## src/ris_defs.vh

```
`ifndef RIS_DEFS_VH
`define RIS_DEFS_VH

// ************************************************************
// register addresses
// ************************************************************
`define RIS_ADDR_MODE      8'h15
`define RIS_ADDR_HCNT      8'h16
`define RIS_ADDR_HRATE     8'h17

// ************************************************************
// field positions
// ************************************************************
`define RIS_MODE_LSB       2
`define RIS_SEL_LSB        0
`define RIS_RATE_LSB       6

// ************************************************************
// selection modes
// ************************************************************
`define RIS_MODE_MANUAL    2'h0
`define RIS_MODE_AUTO      2'h1
`define RIS_MODE_SHORT     2'h2
`define RIS_MODE_AUTOHOLD  2'h3

// ************************************************************
// rate divider codes and prescaler size
// ************************************************************
`define RIS_RATE_DIV15     2'h0
`define RIS_RATE_DIV16     2'h1
`define RIS_RATE_DIV17     2'h2
`define RIS_PRE_W          17

// ************************************************************
// reset values
// ************************************************************
`define RIS_RST_MODE       2'h0
`define RIS_RST_SEL        2'h0
`define RIS_RST_HCNT       8'h80
`define RIS_RST_RATE       2'h2

`endif

```

## src/ris_ref_select.v

```verilog
// Notes on behaviour
// - mode field: 00 manual, 01 auto, 10 manual (same as 00), 11 auto holdover.
// - manual modes route input named by choice field; field resets to 00.
// - in automatic modes the reference choice field is ignored.
// - auto-with-holdover uses 8-bit hold-off down-counter; zero triggers switch.
// - counter starts counting down when active input loses signal.
// - counter steps once per divided oscillator tick.
// - counter reloads from hold-off setting after each zero transition.
// - hold-off count setting resets to 0x80.
// - rate divider resets to 10 and only affects auto-with-holdover.
// - rate divider codes 00, 01, 10 divide by 2^15, 2^16, 2^17.
// - automatic modes pick the input from loss flags and priority.
// - selection mode resets to 00, manual choice.
`timescale 1ns/100ps
`include "ris_defs.vh"

module ris_ref_select
(
    // clock and reset
    input  wire             mclk_i,
    input  wire             rst_i,
    // register port
    input  wire [7:0]       reg_addr_i,
    input  wire [7:0]       reg_wdata_i,
    input  wire             reg_we_i,
    output reg  [7:0]       reg_rdata_o,
    // reference inputs and loss flags
    input  wire [3:0]       ref_in_i,
    input  wire [3:0]       los_i,
    // routed reference and status
    output reg              ref_out_o,
    output reg  [1:0]       active_sel_o,
    output reg              holdoff_busy_o,
    output reg              switch_o,
    output reg  [7:0]       holdoff_left_o
);

    reg  [3:0]              ref_meta_r;
    reg  [3:0]              ref_sync_r;
    reg  [1:0]              mode_r;
    reg  [1:0]              sel_r;
    reg  [7:0]              hcnt_r;
    reg  [1:0]              rate_r;
    reg  [1:0]              want_r;
    reg  [1:0]              want_nxt;
    reg                     state_r;
    reg                     state_nxt;
    reg  [7:0]              hold_r;
    reg  [7:0]              hold_nxt;
    reg                     switch_nxt;
    reg                     clear_nxt;
    reg                     clear_r;
    reg  [1:0]              cand;
    reg                     cand_ok;
    reg  [7:0]              rdata_nxt;
    wire                    tick;
    wire                    auto_mode;
    wire                    want_lost;
    wire                    apply_ok;
    integer                 i;

    localparam ST_IDLE = 1'b0;
    localparam ST_HOLD = 1'b1;

    // ************************************************************
    // reference synchronisers
    // ************************************************************
    always @(posedge mclk_i or posedge rst_i)
    begin
        if (rst_i)
        begin
            ref_meta_r <= 4'h0;
            ref_sync_r <= 4'h0;
        end
        else
        begin
            ref_meta_r <= ref_in_i;
            ref_sync_r <= ref_meta_r;
        end
    end

    // ************************************************************
    // registers
    // ************************************************************
    always @(posedge mclk_i or posedge rst_i)
    begin
        if (rst_i)
        begin
            mode_r <= `RIS_RST_MODE;
            sel_r  <= `RIS_RST_SEL;
            hcnt_r <= `RIS_RST_HCNT;
            rate_r <= `RIS_RST_RATE;
        end
        else if (reg_we_i)
        begin
            case (reg_addr_i)
                `RIS_ADDR_MODE:
                begin
                    mode_r <= reg_wdata_i[`RIS_MODE_LSB+1:`RIS_MODE_LSB];
                    sel_r  <= reg_wdata_i[`RIS_SEL_LSB+1:`RIS_SEL_LSB];
                end
                `RIS_ADDR_HCNT:
                    hcnt_r <= reg_wdata_i;
                `RIS_ADDR_HRATE:
                    rate_r <= reg_wdata_i[`RIS_RATE_LSB+1:`RIS_RATE_LSB];
                default:
                    mode_r <= mode_r;
            endcase
        end
    end

    // unused bits and unmapped addresses read as zero
    always @*
    begin
        case (reg_addr_i)
            `RIS_ADDR_MODE:  rdata_nxt = {4'h0, mode_r, sel_r};
            `RIS_ADDR_HCNT:  rdata_nxt = hcnt_r;
            `RIS_ADDR_HRATE: rdata_nxt = {rate_r, 6'h00};
            default:         rdata_nxt = 8'h00;
        endcase
    end

    // ************************************************************
    // automatic candidate: first healthy input, input 0 highest
    // ************************************************************
    always @*
    begin
        cand    = want_r;
        cand_ok = 1'b0;
        for (i = 3; i >= 0; i = i - 1)
        begin
            if (!los_i[i] && (i[1:0] != want_r))
            begin
                cand    = i[1:0];
                cand_ok = 1'b1;
            end
        end
    end

    assign auto_mode = mode_r[0];
    assign want_lost = los_i[want_r];

    // ************************************************************
    // hold-off tick generator
    // ************************************************************
    ris_tick_gen
    #(
        .PRE_W   (`RIS_PRE_W)
    )
    u_tick
    (
        .mclk_i  (mclk_i),
        .rst_i   (rst_i),
        .rate_i  (rate_r),
        .clear_i (clear_r),
        .tick_o  (tick)
    );

    // ************************************************************
    // selection state machine
    // ************************************************************
    always @*
    begin
        want_nxt   = want_r;
        state_nxt  = state_r;
        hold_nxt   = hold_r;
        switch_nxt = 1'b0;
        clear_nxt  = 1'b0;
        case (mode_r)
            `RIS_MODE_MANUAL, `RIS_MODE_SHORT:
            begin
                want_nxt  = sel_r;
                state_nxt = ST_IDLE;
                hold_nxt  = hcnt_r;
                clear_nxt = 1'b1;
            end
            `RIS_MODE_AUTO:
            begin
                state_nxt = ST_IDLE;
                hold_nxt  = hcnt_r;
                clear_nxt = 1'b1;
                if (want_lost && cand_ok)
                begin
                    want_nxt   = cand;
                    switch_nxt = 1'b1;
                end
            end
            `RIS_MODE_AUTOHOLD:
            begin
                case (state_r)
                    ST_IDLE:
                    begin
                        hold_nxt  = hcnt_r;
                        clear_nxt = 1'b1;
                        if (want_lost)
                            state_nxt = ST_HOLD;
                    end
                    ST_HOLD:
                    begin
                        if (!want_lost)
                        begin
                            // keep the input, rearm from full count
                            state_nxt = ST_IDLE;
                            hold_nxt  = hcnt_r;
                        end
                        else if (tick || hold_r == 8'h00)
                        begin
                            if (hold_r <= 8'h01)
                            begin
                                hold_nxt  = hcnt_r;
                                state_nxt = ST_IDLE;
                                if (cand_ok)
                                begin
                                    want_nxt   = cand;
                                    switch_nxt = 1'b1;
                                end
                            end
                            else
                                hold_nxt = hold_r - 8'h01;
                        end
                    end
                    default:
                        state_nxt = ST_IDLE;
                endcase
            end
            default:
                state_nxt = ST_IDLE;
        endcase
    end

    always @(posedge mclk_i or posedge rst_i)
    begin
        if (rst_i)
        begin
            want_r   <= `RIS_RST_SEL;
            state_r  <= ST_IDLE;
            hold_r   <= `RIS_RST_HCNT;
            clear_r  <= 1'b1;
            switch_o <= 1'b0;
        end
        else
        begin
            want_r   <= want_nxt;
            state_r  <= state_nxt;
            hold_r   <= hold_nxt;
            clear_r  <= clear_nxt;
            switch_o <= switch_nxt;
        end
    end

    // ************************************************************
    // glitch-free routing
    // ************************************************************
    // switch only while old output and new input are both low; a dead
    // old input cannot hold the change off, a stuck-high new one can
    assign apply_ok = (!ref_out_o || los_i[active_sel_o]) &&
                      !ref_sync_r[want_r];

    always @(posedge mclk_i or posedge rst_i)
    begin
        if (rst_i)
        begin
            active_sel_o   <= `RIS_RST_SEL;
            ref_out_o      <= 1'b0;
            holdoff_busy_o <= 1'b0;
            holdoff_left_o <= `RIS_RST_HCNT;
            reg_rdata_o    <= 8'h00;
        end
        else
        begin
            if (apply_ok)
            begin
                active_sel_o <= want_r;
                ref_out_o    <= ref_sync_r[want_r];
            end
            else
                ref_out_o <= ref_sync_r[active_sel_o];
            holdoff_busy_o <= (state_r == ST_HOLD);
            holdoff_left_o <= hold_r;
            reg_rdata_o    <= rdata_nxt;
        end
    end

endmodule

```

## src/ris_tick_gen.v

```verilog
`timescale 1ns/100ps
`include "ris_defs.vh"

module ris_tick_gen
#(
    parameter PRE_W = `RIS_PRE_W
)
(
    // clock and reset
    input  wire             mclk_i,
    input  wire             rst_i,
    // control
    input  wire [1:0]       rate_i,
    input  wire             clear_i,
    // tick
    output reg              tick_o
);

    reg  [PRE_W-1:0]        cnt_r;
    reg                     tick_nxt;

    // ************************************************************
    // divide the oscillator clock by 2^15, 2^16 or 2^17
    // ************************************************************
    always @*
    begin
        case (rate_i)
            `RIS_RATE_DIV15: tick_nxt = &cnt_r[14:0];
            `RIS_RATE_DIV16: tick_nxt = &cnt_r[15:0];
            `RIS_RATE_DIV17: tick_nxt = &cnt_r[16:0];
            // spare code: slowest rate, safest hold-off
            default:         tick_nxt = &cnt_r[16:0];
        endcase
    end

    // clear restarts the period so the hold-off is count times tick
    always @(posedge mclk_i or posedge rst_i)
    begin
        if (rst_i)
        begin
            cnt_r  <= {PRE_W{1'b0}};
            tick_o <= 1'b0;
        end
        else if (clear_i)
        begin
            cnt_r  <= {PRE_W{1'b0}};
            tick_o <= 1'b0;
        end
        else
        begin
            cnt_r  <= cnt_r + {{(PRE_W-1){1'b0}}, 1'b1};
            tick_o <= tick_nxt && (cnt_r != {PRE_W{1'b0}} || PRE_W == 0);
        end
    end

endmodule

```

## config.mk

```make
export PLATFORM = sky130hd
export DESIGN_NAME = ris_ref_select
export DESIGN_NICKNAME = d
export VERILOG_FILES = /design/src/ris_ref_select.v /design/src/ris_tick_gen.v
export VERILOG_INCLUDE_DIRS = /design/src
export SDC_FILE = /design/constraint.sdc
export NUM_CORES = 1
export LEC_CHECK = 0
export ABC_AREA = 1
export BUFFER_PORTS_ARGS = -buffer_cell sky130_fd_sc_hd__buf_2
export CAP_MARGIN = 20
export CELL_PAD_IN_SITES_DETAIL_PLACEMENT = 2
export CELL_PAD_IN_SITES_GLOBAL_PLACEMENT = 2
export CORE_MARGIN = 2
export CORE_UTILIZATION = 34
export DETAILED_ROUTE_END_ITERATION = 10
export PLACE_DENSITY_LB_ADDON = 0.1
export SLEW_MARGIN = 30
export SYNTH_ARGS = -nofsm -noshare
export SYNTH_HDL_FRONTEND = slang
export SYNTH_SLANG_ARGS = --single-unit
```

## constraint.sdc

```tcl
create_clock -name mclk_i -period 3 [get_ports mclk_i]
set_clock_uncertainty 0.2 [all_clocks]
set_input_delay 0.75 -clock mclk_i [delete_from_list [all_inputs] [get_ports mclk_i]]
set_output_delay 0.75 -clock mclk_i [all_outputs]
set_load 0.01 [all_outputs]
```

# ---- Yosys cells after proc, flatten, opt, wreduce, memory -nomap -nowiden
# Index checks and enable logic that the tools add are counted.
# W data, S select, Z words.
dict set report totals {
  register_bits 73
  input_bits 27
  output_inout_bits 21
  wordCells 118
}
dict set report op_classes {
  addsub 2
  n_lt_le_gt_ge 3
  n_eq_ne 17
  mux 48
  bitwise 1
  reduce_logical 29
}
# op n
set ops {}
lappend ops {{$pmux W8 S2} 2}
lappend ops {{$eq A8 B5 Y1 const B} 3}
lappend ops {{$mux W8} 3}
lappend ops {{$pmux W8 S3} 1}
lappend ops {{$mux W1} 21}
lappend ops {{$mux W2} 10}
lappend ops {{$add A17 B1 Y17 const B} 1}
lappend ops {{$mux W17} 1}
lappend ops {{$reduce_and A17 Y1} 1}
lappend ops {{$reduce_bool A17 Y1} 1}
lappend ops {{$reduce_and A16 Y1} 1}
lappend ops {{$reduce_and A15 Y1} 1}
lappend ops {{$ne A2 B2 Y1 const B} 6}
lappend ops {{$pmux W1 S2} 5}
lappend ops {{$bmux W1 S2} 4}
lappend ops {{$le A8 B1 Y1 const B} 1}
lappend ops {{$logic_not A8 Y1} 1}
lappend ops {{$sub A8 B1 Y8 const B} 1}
lappend ops {{$logic_and A1 B1 Y1} 7}
lappend ops {{$logic_not A1 Y1} 6}
lappend ops {{$lt A2 B3 Y1 const B} 2}
lappend ops {{$pmux W2 S3} 1}
lappend ops {{$reduce_and A2 Y1} 3}
lappend ops {{$reduce_and A6 Y1} 1}
lappend ops {{other kinds (11)} 16}

# ---- Longest topological paths before layout
# Gate-level depths: netlist (run 1).
dict set report logic_depth {
  depth_word 12
  ltp_mapped 11
  depth_no_buf 11
}

# ---- Hierarchy
# From an unflattened synthesis (run 1), not the netlist that was laid out.
dict set report hier_totals {
  cells_unflattened 439
  hier_area_um2 3573.4
}
# mod instances cells_per_inst area_per_inst_um2 seq_area_each_um2
set by_module_without_submodules {}
lappend by_module_without_submodules {ris_ref_select 1 293 2508.7 1382.6}
lappend by_module_without_submodules {ris_tick_gen 1 146 1064.8 450.4}

# ---- Worst setup path before layout (run 1)
# Ideal clock, no wire load.
dict set report synth_timing {
  kind {input port to flip-flop}
  startpoint {input port reg_addr_i[2]}
  endpoint {register hcnt_r[0]}
  setup_ps 126
  t_arrival_ps 1595
  required_ps 2674
  path_slack_ps 1078
  stages 7
  path_buffers 1
  path_cell_list {inv_1 -> or2_1 -> inv_2 -> nand4_4 -> nor2_4 -> buf_4 -> o21ai_0}
}
dict set report synth_between {
  elab_chain_cells 2
}
# item line
set synth_rtl {}
lappend synth_rtl {{start: declaration} ris_ref_select.v:23} ;# input wire [7:0] reg_addr_i,
lappend synth_rtl {{$eq A8 B5 Y1} ris_ref_select.v:96} ;# case (reg_addr_i)
lappend synth_rtl {{$reduce_and A2 Y1 (no line)} --}
lappend synth_rtl {{end signal: assignment} ris_ref_select.v:91} ;# hcnt_r <= `RIS_RST_HCNT;
lappend synth_rtl {{end signal: assignment} ris_ref_select.v:103} ;# hcnt_r <= reg_wdata_i;
lappend synth_rtl {{end: declaration} ris_ref_select.v:42} ;# reg [7:0] hcnt_r;
# Every way passes these cells.
# A chain may end at the register's enable or synchronous reset.

# ---- Worst setup path after layout (run 1)
dict set report layout_timing {
  startpoint {register hold_r[0]}
  endpoint {register hold_r[4]}
}
dict set report layout_between {
  elab_chain_cells 6
  word_cells_on_any_way 10
  classes_between {add/sub (1); order compare (1); eq/ne (1); mux (5); reduce/logical (2)}
}
# item line
set layout_rtl {}
lappend layout_rtl {{start: declaration} ris_ref_select.v:48} ;# reg [7:0] hold_r;
lappend layout_rtl {{start signal: assignment} ris_ref_select.v:237} ;# hold_r <= `RIS_RST_HCNT;
lappend layout_rtl {{start signal: assignment} ris_ref_select.v:245} ;# hold_r <= hold_nxt;
lappend layout_rtl {{$sub A8 B1 Y8 or $le A8 B1 Y1 (tied branches)} {ris_ref_select.v:219, ris_ref_select.v:208}}
lappend layout_rtl {{$mux W8} ris_ref_select.v:208} ;# if (hold_r <= 8'h01)
lappend layout_rtl {{$mux W8} ris_ref_select.v:206} ;# else if (tick || hold_r == 8'h00)
lappend layout_rtl {{$mux W8} ris_ref_select.v:200} ;# if (!want_lost)
lappend layout_rtl {{$pmux W8 S2} ris_ref_select.v:190} ;# case (state_r)
lappend layout_rtl {{$pmux W8 S2} ris_ref_select.v:169} ;# case (mode_r)
# Parallel ways exist; a longest one is shown, timed or not. The select of a mux whose other input is x is not followed.

==> metrics.md, run 1 <==
| Metric | Value |
|---|---|
| Outcome | `finished, final reports clean` |
| Sw Pwr | `approximately 0.6 mW` |
| Starting density of the core | `35.25%` |
| Area of the core | `0.009864 mm2` |
| Die width | `approximately 110 um` |
| Met1 GRT Util | `22.82%` |
| RSZ-0062 raised after global routing | `no` |
| GRT Max-Usage Layer | `met2` |
| Routed wire length | `9.108 mm` |
| DRT iter0 DRCs | `between 60 and 70` |
| H-tree Lvls | `3` |
| Post-CTS setup buffer count | `0` |
| Final period utilization | `71.28%` |
| FF+latch area | `0.001833 mm2` |
| Clk sinks | `73` |
| Synthesis Warnings | `0` |
| HPWL Detailed | `6.905 mm` |
| Slew margin rel. | `around 60%` |
| Via density | `~4.8` |
| Cell count after synthesis | `410` |
| DIE AREA | `approximately 0.011 mm2` |
| GPL Wtd Cong | `approximately 0.75` |
| Synthesized Nets | `about 440` |
| Layout fillers | `around 1100` |
| Total grt overflow | `0` |
| Max-cap violations | `0` |
| HP Class | `register to register` |
| Clock Power Share | `38.8%` |
| Crit-path max FO | `11` |
| Max frequency | `467.7 MHz` |
| Drt wl/cell | `~15 um` |
| Worst-skew pair later-pin latency | `approximately 0.36 ns` |
| # DRC | `0` |
| Main synth FF type | `dfrtp_1` |
| Placement Rows | `36` |
| Share of the synthesized area in the top cell type | `roughly half` |
| Number of synthesized register bits | `73` |
| CTS tree | `yes` |
| Peak VDD IR | `roughly 0.00021 V` |
| Critical Path Most Common Cell | `nand2_1` |
| GR Util met2 | `approximately a third` |
| Top post-synthesis cells by area | `dfrtp_1, nand2_1, inv_1, nand3_1, nor2_1` |
| Crit end category | `register` |
| Fin. Hold Viols | `0` |
| Async SR Flop Fraction | `100.0%` |
| CTS Hold Bufs | `0` |
| Largest net degree at the start of global routing | `between 40 and 50` |
| Seq pwr share | `between 40% and 50%` |
| Total inserted antenna cells | `0` |
| Int Power | `roughly 1.6 mW` |
| Slew Viols, Final | `0` |
| Vias in the first global route | `between 3000 and 4000` |
| Logic pwr share | `a little under an eighth` |
| Worst Path Required | `around 3 ns` |
| Post-synth EDFFs | `0` |
| Critical path's slowest cell | `dfrtp_1` |
| Clock-pin slew on the worst setup and hold paths | `about 0.080 ns` |
| Nets@finish | `just under 500` |
| Global-route wire length before repair | `16.10 mm` |
| Initial antenna violation count | `0` |
| CP Cell Sequence | `inv_1 > ha_1 > nand2_1 > nor2_1 > nand2_1 > nand2_1 > nor2_4 > inv_2 > nand2_1 > nand2_1 > nand2_1` |
| Multi-input gate area | `~0.0014 mm2` |
| Vias | `a little under 3000` |
| Startpoint types | `register` |
| Port Buffer Count | `47` |
| Gr usage total | `18.47%` |
| Area Overhead vs Synth | `17.42%` |
| Cell family with most CP delay | `simple AND/OR/NAND/NOR gates` |
| Routed Antenna Nets | `0` |
| Post-synth top area cell | `dfrtp_1` |
| Period minus WS final | `2.138 ns` |
| DP Worst Slack | `0.7919 ns` |
| Sequential area share after synthesis | `a little over half` |
| Drt pass-1 iters | `4` |
| Buf/Inv on CP | `2` |
| Die height | `around 110 um` |
| Worst hold slack | `0.1521 ns` |
| Layout cells sized above 1 | `between 20% and 30%` |
| Layout Utilization | `41.39%` |
| Post-route setup slack | `approximately 0.86 ns` |
| Crit Path Class | `register to register` |
| Post-synthesis cell type count | `33` |
| Pwr per Cell Area | `between 500 and 600 mW/mm2` |
| # resized after CTS | `0` |
| Static Leak | `~2.1 nW` |
| Clock tree buffer depth | `2` |
| Setup TNS | `0 ns` |
| Switching share of power | `27.34%` |
| Synthesized area | `0.003477 mm2` |
| Boundary Pins | `48` |
| Clock root buffer | `clkbuf_8` |
| Final non-filler cell total | `around 600` |
| CTS Buf Count | `9` |
| Cells after DPL | `about 600` |
| WP data arrival | `2.18 ns` |
| Final setup violation count | `0` |
| CP max stage delay | `between 0.4 and 0.5 ns` |
| Worst-margin pin slew | `between 0.6 and 0.7 ns` |
| Met3 Usage GRT | `approximately 3.2%` |
| Syn avg cell area | `about 8.5 um2` |
registers in the layout, summed over array words and instances (netlist names):
| register | cells |
|---|---|
| sel_r | 2 |
| u_tick.cnt_r | 17 |
| ref_meta_r | 4 |
| hold_r | 8 |
| holdoff_busy_o | 1 |
| u_tick.tick_o | 1 |
| clear_r | 1 |
| rate_r | 2 |
| ref_out_o | 1 |
| active_sel_o | 2 |
| hcnt_r | 8 |
| holdoff_left_o | 8 |
| state_r | 1 |
| mode_r | 2 |
| want_r | 2 |
| reg_rdata_o | 8 |
| switch_o | 1 |
| ref_sync_r | 4 |
layout make-up:
cell class	instances	share of cell area, %
timing repair buffer	48	6.252
multi-input combinational	269	33.65
inverter	63	5.792
clock buffer	10	3.371
tap	133	4.076
clock inverter	5	1.961
sequential	73	44.90
per-layer routing:
layer	vias to the layer above	share of wire (%)
li1	1405	-
met1	1432	46
met2	36	50
met3	12	2.6
met4	0	1.7
met5	-	0
cell usage after synthesis (3+ instances only):
cell type,count
nand2_1,110
dfrtp_1,68
inv_1,57
nor2_1,36
nand3_1,30
o21ai_0,23
a21oi_1,18
nand3_2,8
inv_2,6
dfstp_2,5
ha_1,5
nor3_1,4
nor4_1,4
nand2_2,3
nor2_2,3
nor2_4,3
o21a_1,3
o22ai_1,3
cell families after synthesis:
family,count (synthesis),synth area share (%)
AOI/OAI and AO/OA,53,8.457
xor gates and xnor gates,2,0.5039
adders and majority gates,5,1.799
buffers and inverters,68,7.773
DFF,73,52.72
and+or+nand+nor,209,28.75
path summary, 6_finish.rpt:
| kind | start | end | slack, ns | depth (start not counted) |
|---|---|---|---|---|
| max in group asynchronous | rst_i | hcnt_r[7] | 1.62 | 3 |
| min in group asynchronous | rst_i | ref_meta_r[0] | 0.27 | 2 |
| max reg2reg | hold_r[0] | hold_r[4] | 0.86 | 11 |
| min reg2reg | ref_meta_r[2] | ref_sync_r[2] | 0.15 | 0 |
| max | hold_r[0] | hold_r[4] | 0.86 | 11 |
| min | ref_meta_r[2] | ref_sync_r[2] | 0.15 | 0 |
worst register-to-register path: cells and delay by family (launching register included):
| kind | cells | cell delay [ns] |
|---|---|---|
| adders and majority gates | 1 | 0.22 |
| and+or+nand+nor | 8 | 0.81 |
| DFF | 1 | 0.41 |
| buffers and inverters | 2 | 0.38 |
power by group through the flow:
stage                     clock network (mW)  logic (mW)  registers [mW]
after floorplan                            0       0.176            1.11
after global placement                     0       0.261            1.12
after detailed placement                   0       0.274            1.12
after CTS                              0.896       0.277            1.10
after global routing                   0.930       0.310            1.11
final                                  0.867       0.268            1.10
cells in the final DEF (no fill, tap or decap), types with 3 or more instances in the layout:
cell type,Yosys,routed
nand2_1,110,110
dfrtp_1,68,68
inv_1,57,56
buf_2,0,47
nor2_1,36,36
nand3_1,30,30
o21ai_0,23,23
a21oi_1,18,18
clkbuf_8,0,10
nand3_2,8,8
inv_2,6,7
ha_1,5,5
dfstp_2,5,5
nor3_1,4,4
nor4_1,4,4
o22ai_1,3,3
nor2_2,3,3
o21a_1,3,3
nand2_2,3,3
nor2_4,3,3
metrics by stage:
step           area (um2)  power [mW]
3_3_place_gp         3865       1.377
2_1_floorplan        3477       1.284
3_5_place_dp         3865       1.397
6_report             4083       2.236
5_1_grt              4083       2.355
4_1_cts              4083       2.277
(Power assumes the default switching activity.)
==> inputs of run 2 (changes only) <==
--- a/config.mk
+++ b/config.mk
@@ -12,7 +12,7 @@
 export CELL_PAD_IN_SITES_DETAIL_PLACEMENT = 2
 export CELL_PAD_IN_SITES_GLOBAL_PLACEMENT = 2
 export CORE_MARGIN = 2
-export CORE_UTILIZATION = 34
+export CORE_UTILIZATION = 31
 export DETAILED_ROUTE_END_ITERATION = 10
 export PLACE_DENSITY_LB_ADDON = 0.1
 export SLEW_MARGIN = 30
==> constraint.sdc (replaced) <==
create_clock -name mclk_i -period 1.8 [get_ports mclk_i]
set_clock_uncertainty 0.2 [all_clocks]
set_input_delay 0.45 -clock mclk_i [delete_from_list [all_inputs] [get_ports mclk_i]]
set_output_delay 0.45 -clock mclk_i [all_outputs]
set_load 0.01 [all_outputs]
==> metrics.md, run 2 (synthesized netlist as in run 1, its figures left out) <==
| Metric | Value |
|---|---|
| HPWL Detailed | `7.275 mm (+5.4%)` |
| Gr usage total | `17.92% (-0.55 points)` |
| Startpoint types | `register` |
| Max frequency | `553.3 MHz (+18%)` |
| Routed wire length | `10.38 mm (+14%)` |
| Final setup violation count | `1 (+1)` |
| Vias in the first global route | `3361 (+3.2%)` |
| Crit-path max FO | `8 (-3)` |
| Die width | `109.9 um (+4.5%)` |
| Outcome | `finished, violations left` |
| Nets@finish | `539 (+8.7%)` |
| Most frequent cells in the layout | `nand2_1, dfrtp_1, inv_1` |
| Via density | `4.722 (-1.6%)` |
| Clock-pin slew on the worst setup and hold paths | `0.08 ns (about the same)` |
| Register bank with the most flops | `u_tick.cnt_r` |
| Worst hold slack | `-0.03361 ns (-0.1857 ns)` |
| DRT iter0 DRCs | `68 (+9.7%)` |
| Violated checks | `negative hold slack, negative setup slack` |
| Met1 Wirelength | `4.576 mm (+9.4%)` |
| # DRC | `0 (unchanged)` |
| Total inserted antenna cells | `0 (unchanged)` |
| Slew margin rel. | `70.83% (+12 points)` |
| Slew Viols, Final | `0 (unchanged)` |
| CTS Buf Count | `9 (unchanged)` |
| Most common cell after layout, fill and taps aside | `nand2_1` |
| Area of the core | `0.01089 mm2 (+10%)` |
| Largest net degree at the start of global routing | `74 (+61%)` |
| Met2 wire len | `5.407 mm (+19%)` |
| Worst-margin pin slew | `0.4336 ns (-0.1897 ns)` |
| Die height | `109.9 um (+4.5%)` |
| RSZ-0062 raised after global routing | `yes` |
| Post-route setup slack | `-0.007280 ns (-0.8690 ns)` |
| Clock tree buffer depth | `2 (unchanged)` |
| DIE AREA | `0.01208 mm2 (+9.3%)` |
| Fin. Hold Viols | `8 (+8)` |
| Max-cap violations | `0 (unchanged)` |
| H-tree Lvls | `3 (unchanged)` |
| Vias | `3079 (+6.7%)` |
| Crit Path Class | `register to register` |
| Boundary Pins | `48 (unchanged)` |
| CP Cell Sequence | `inv_2 > ha_4 > nor2_4 > nor2_4 > nand2_4 > buf_6 > nand3_4 > nand2_2 > nand3_2 > o21ai_2` |
| Placement Rows | `38 (+5.6%)` |
| WP data arrival | `1.86 ns (-0.32 ns)` |
| Area Overhead vs Synth | `34.54%` |
| Clk sinks | `73 (unchanged)` |
| Crit end category | `register` |
| Max FFs per register | `17 (unchanged)` |
| R2R cell count | `10 (-1)` |
| CP max stage delay | `0.45 ns (+0.04 ns)` |
| Static Leak | `2.324 nW (+13%)` |
| Worst-skew pair later-pin latency | `0.36 ns (about the same)` |
| Peak VDD IR | `0.0004005 V (+91%)` |
| RR Startpoint | `hold_r[0]` |
| Total grt overflow | `0 (unchanged)` |
| Starting density of the core | `31.94% (-3.3 points)` |
| Routed Antenna Nets | `0 (unchanged)` |
| Critical path's slowest cell | `dfrtp_2` |
| Clock root buffer | `clkbuf_8` |
| Pwr per Cell Area | `798.1 mW/mm2 (+46%)` |
| CTS tree | `yes` |
| Worst Path Required | `1.85 ns (-1.20 ns)` |
| Drt pass-1 iters | `4 (unchanged)` |
| Initial antenna violation count | `0 (unchanged)` |
| Final period utilization | `100.4% (+29 points)` |
| Routed wl met3 | `264 um (+11%)` |
| DP Worst Slack | `-0.06833 ns (-0.8603 ns)` |
| Drt wl/cell | `15.92 um (+5.0%)` |
| Layout cells sized above 1 | `36.72% (+15 points)` |
| HP Class | `input pin to async pin` |
| Period minus WS final | `1.807 ns (-0.3310 ns)` |
| Port Buffer Count | `47 (unchanged)` |
| Critical Path Most Common Cell | `nor2_4` |
| Global-route wire length before repair | `16.42 mm (+2.0%)` |
| Setup slack, reg-to-reg | `-0.007 ns (-0.87 ns)` |
| Highest metal used | `met4` |
| Worst r2r dst | `hold_r[0]` |
| GPL Wtd Cong | `0.8094 (+8.3%)` |
==> run 2: cell count changes in the layout (fill, tap and decap cells not counted), moves of 7 or more <==
cell,change
buf_4,+35
nand2_1,-21
nand2_2,+14
nor2_1,-9
nor2_4,+9
nand2_4,+7
==> run 2: per-layer routing <==
metal / up-vias / track usage [%]
met5: - / 0
met4: 0 / 5.696
met3: 9 / 3.853
met2: 37 / 30.85
met1: 1545 / 22.28
li1: 1488 / -
==> run 2: layout make-up <==
| cell class | count | area (um2) |
|---|---|---|
| sequential | 73 | 1837 |
| fill | 1228 | 6210 |
| tap | 140 | 175.2 |
| inverter | 63 | 245.2 |
| timing repair buffer | 90 | 600.6 |
| clock inverter | 3 | 40.04 |
| clock buffer | 13 | 158.9 |
| multi-input combinational | 270 | 1622 |
==> run 2: where the power goes <==
part	total (mW)	internal, mW	switching (mW)
registers	1.83	1.74	0.0896
logic	0.544	0.212	0.332
clock network	1.36	0.714	0.644
total	3.73	2.67	1.07
==> run 2: per-stage QoR <==
stage          total power, mW  instance area, um2  utilization (%)   TNS (ns)  std cells
2_1_floorplan            2.140                3487                -   -0.02981        410
3_3_place_gp             2.326                4121            37.85  -0.005264        623
3_5_place_dp             2.354                4121            37.85    -0.4154        623
4_1_cts                  3.747                4395            40.37          0        644
5_1_grt                  3.946                4678            42.97    -0.9952        652
6_report                 3.734                4678            42.97  -0.007280        652
==> run 2: how the worst max path moves through the flow <==
stage                    startpoint                to  slack (ns)  cells after the start
finish                    hold_r[0]         hold_r[0]      -0.007                     10
CTS                 u_tick.cnt_r[1]     u_tick.tick_o       0.002                     10
floorplan           u_tick.cnt_r[0]  u_tick.cnt_r[16]       -0.03                     10
detailed placement        hold_r[0]         hold_r[1]       -0.07                     11
global route              hold_r[0]         want_r[0]       -0.11                     11
global placement          hold_r[1]         hold_r[1]      -0.005                     11
==> run 2: repair_timing <==
action,4_1_cts,5_1_grt
cloned,0,1
resized for setup,12,62
setup buffers,1,7
hold buffers,4,0
endpoints found under the setup margin,13,14
hold endpoints to repair,4,0
pin swaps,4,21
==> run 2: worst max-delay path: cells and delay by family (launching register included) <==
family                     cells  cell delay, ns
and+or+nand+nor                6            0.57
DFF                            1            0.45
buffers and inverters          2            0.24
adders and majority gates      1            0.17
AOI/OAI and AO/OA              1            0.06
==> inputs of run 3 (changes only) <==
--- a/config.mk
+++ b/config.mk
@@ -7,15 +7,16 @@
 export NUM_CORES = 1
 export LEC_CHECK = 0
 export ABC_AREA = 1
-export BUFFER_PORTS_ARGS = -buffer_cell sky130_fd_sc_hd__buf_2
 export CAP_MARGIN = 20
 export CELL_PAD_IN_SITES_DETAIL_PLACEMENT = 2
 export CELL_PAD_IN_SITES_GLOBAL_PLACEMENT = 2
 export CORE_MARGIN = 2
-export CORE_UTILIZATION = 31
+export CORE_UTILIZATION = 34
 export DETAILED_ROUTE_END_ITERATION = 10
+export DONT_BUFFER_PORTS = 1
 export PLACE_DENSITY_LB_ADDON = 0.1
 export SLEW_MARGIN = 30
 export SYNTH_ARGS = -nofsm -noshare
 export SYNTH_HDL_FRONTEND = slang
+export SYNTH_HIERARCHICAL = 1
 export SYNTH_SLANG_ARGS = --single-unit
==> metrics.md, run 3 <==
| Metric | Value |
|---|---|
| Outcome | `finished, final reports clean` |
| Static Leak | `2.266 nW (-2.5%)` |
| Period minus WS final | `1.790 ns (-0.01761 ns)` |
| Register bank with the most flops | `u_tick/cnt_r` |
| Setup slack, reg-to-reg | `0.01 ns (+0.02 ns)` |
| Number of synthesized register bits | `73 (unchanged)` |
| Post-route setup slack | `0.01033 ns (+0.01761 ns)` |
| Port Buffer Count | `0 (-100%)` |
| Top post-synthesis cells by area | `dfrtp_1, nand2_1, inv_1, nor2_1, nand3_1` |
| Clk sinks | `73 (unchanged)` |
| Main synth FF type | `dfrtp_1` |
| Max frequency | `558.8 MHz (+0.98%)` |
| Final non-filler cell total | `634 (-2.8%)` |
| Global-route wire length before repair | `17.02 mm (+3.7%)` |
| Initial antenna violation count | `0 (unchanged)` |
| Post-synthesis cell type count | `35 (+6.1%)` |
| HPWL Detailed | `7.507 mm (+3.2%)` |
| Design Power | `5.670 mW (+52%)` |
| Worst-margin pin slew | `0.3671 ns (-0.06646 ns)` |
| Boundary Pins | `48 (unchanged)` |
| Worst Path Required | `1.84 ns (about the same)` |
| Sequential area share after synthesis | `51.30% (-1.4 points)` |
| Vias in the first global route | `3402 (+1.2%)` |
| CTS Buf Count | `9 (unchanged)` |
| Worst hold slack | `0.03350 ns (+0.06712 ns)` |
| Worst-skew pair later-pin latency | `0.34 ns (-0.02 ns)` |
| Clock tree buffer depth | `2 (unchanged)` |
| Max FFs per register | `17 (unchanged)` |
| Synthesis Warnings | `6 (+6)` |
| Syn avg cell area | `8.140 um2 (-4.0%)` |
| Final period utilization | `99.43% (-0.98 points)` |
| H-tree Lvls | `3 (unchanged)` |
| CTS tree | `yes` |
| Routed wire length | `10.32 mm (-0.59%)` |
| Synthesized Nets | `471 (+6.6%)` |
| Startpoint types | `register` |
| Placement Rows | `37 (-2.6%)` |
| Peak VDD IR | `0.0003827 V (-4.4%)` |
| Top-count cell post-synth | `nand2_1` |
| Synthesized area | `0.003573 mm2 (+2.8%)` |
| Fin. Hold Viols | `0 (-8)` |
| HP Class | `input pin to register` |
| Layout cells sized above 1 | `24.50% (-12 points)` |
| Met1 Wirelength | `4.524 mm (-1.1%)` |
| Highest metal used | `met4` |
| Via density | `4.834 (+2.4%)` |
| Layout Utilization | `43.17% (+0.20 points)` |
| Post-synth EDFFs | `0 (unchanged)` |
| Share of the synthesized area in the top cell type | `47.62% (-1.3 points)` |
| RSZ-0062 raised after global routing | `yes` |
| Met2 wire len | `5.403 mm (about the same)` |
| Routed Antenna Nets | `0 (unchanged)` |
| Vias | `3065 (-0.45%)` |
| Post-synth top area cell | `dfrtp_1` |
| GPL Wtd Cong | `0.7820 (-3.4%)` |
| Area Overhead vs Synth | `24.16%` |
| DP Worst Slack | `-0.05656 ns (+0.01177 ns)` |
| Slew margin rel. | `75.53% (+4.7 points)` |
| Most common cell after layout, fill and taps aside | `nand2_1` |
| Setup TNS | `0 ns (+0.007280 ns)` |
| Cells after DPL | `603 (-3.2%)` |
| Slew Viols, Final | `0 (unchanged)` |
| Final setup violation count | `0 (-1)` |
| Die width | `106.5 um (-3.1%)` |
| Top cells by count, synth | `nand2_1, dfrtp_1, inv_1` |
| Clock-pin slew on the worst setup and hold paths | `0.08 ns (about the same)` |
| DIE AREA | `0.01135 mm2 (-6.1%)` |
| Nets@finish | `525 (-2.6%)` |
| Clock root buffer | `clkbuf_8` |
| Post-route cell area | `0.004437 mm2 (-5.2%)` |
| Max-cap violations | `0 (unchanged)` |
| Die height | `106.5 um (-3.1%)` |
| WP data arrival | `1.83 ns (-0.03 ns)` |
| Largest net degree at the start of global routing | `56 (-24%)` |
| Async SR Flop Fraction | `100.0% (unchanged)` |
| Total grt overflow | `0 (unchanged)` |
| Drt wl/cell | `16.27 um (+2.2%)` |
| Dpl cell area | `0.003985 mm2 (-3.3%)` |
| Crit end category | `register` |
| Pwr per Cell Area | `1278 mW/mm2 (+60%)` |
| DRT iter0 DRCs | `103 (+51%)` |
| Most frequent cells in the layout | `nand2_1, dfrtp_1, inv_1` |
| Total inserted antenna cells | `0 (unchanged)` |
| Crit-path max FO | `6 (-2)` |
| Area of the core | `0.01028 mm2 (-5.6%)` |
| Drt pass-1 iters | `4 (unchanged)` |
| Gr usage total | `19.05% (+1.1 points)` |
| Routed wl met3 | `244 um (-7.6%)` |
| # DRC | `0 (unchanged)` |
| Cell count after synthesis | `439 (+7.1%)` |
| Starting density of the core | `34.77% (+2.8 points)` |
| Crit Path Class | `register to register` |
==> run 3: area by class of cell <==
cell class,instances,area [um2]
clock buffers,11,141.4
clock inverters,5,56.30
fillers,1202,5841
inverters,68,264.0
multi-input cells,294,1579
flip-flops and latches,73,1836
well taps,136,170.2
repair buffers,47,390.4
==> run 3: repair_timing <==
action                                  4_1_cts  5_1_grt
endpoints found under the hold margin        72        0
endpoints found under the setup margin       11       13
pin swaps                                     1        8
hold buffers                                  5        0
resized for setup                             8       32
cloned                                        0        1
setup buffers                                 1        8
==> run 3: cells by family (layout without fill, tap and decap cells) <==
group,count (synthesis),in the layout,share of synthesized area (%)
AND/OR/NAND/NOR,232,233,29.62
flip-flops,73,73,51.30
buffers and inverters,73,131,8.123
AO/OA/AOI/OAI,53,53,8.473
adder cells (fa/ha/maj),5,5,1.751
XOR/XNOR,3,3,0.7354
==> run 3: path summary, 6_finish.rpt <==
check                               start              end  depth (start not counted)
setup / recovery                hold_r[1]        want_r[0]                         12
hold / removal             reg_wdata_i[0]        hcnt_r[0]                          2
setup reg to reg                hold_r[1]        want_r[0]                         12
hold reg to reg             ref_meta_r[3]    ref_sync_r[3]                          0
max in group asynchronous           rst_i        hcnt_r[7]                          3
min in group asynchronous           rst_i  u_tick/cnt_r[7]                          3
==> run 3: critical path: stages, from the launching register on <==
cell,delay (ns)
dfrtp_1,0.40
inv_2,0.09
buf_4,0.12
ha_1,0.14
nand2_1,0.07
nand2_2,0.09
nand2_4,0.11
nor2_4,0.10
nand2_1,0.08
nand2_2,0.11
nand2_2,0.07
nand2_1,0.07
nand2_1,0.04
==> run 3: where the power goes <==
part	switching, mW	total, mW	internal (mW)
Sequential	0.319	2.30	1.98
Clock	0.641	1.32	0.677
Combinational	1.22	2.05	0.834
==> run 3: layer usage <==
metal,global-route usage (%),up-vias
li1,-,1480
met5,0,-
met2,33.29,37
met1,24.08,1535
met4,5.844,0
met3,3.250,13
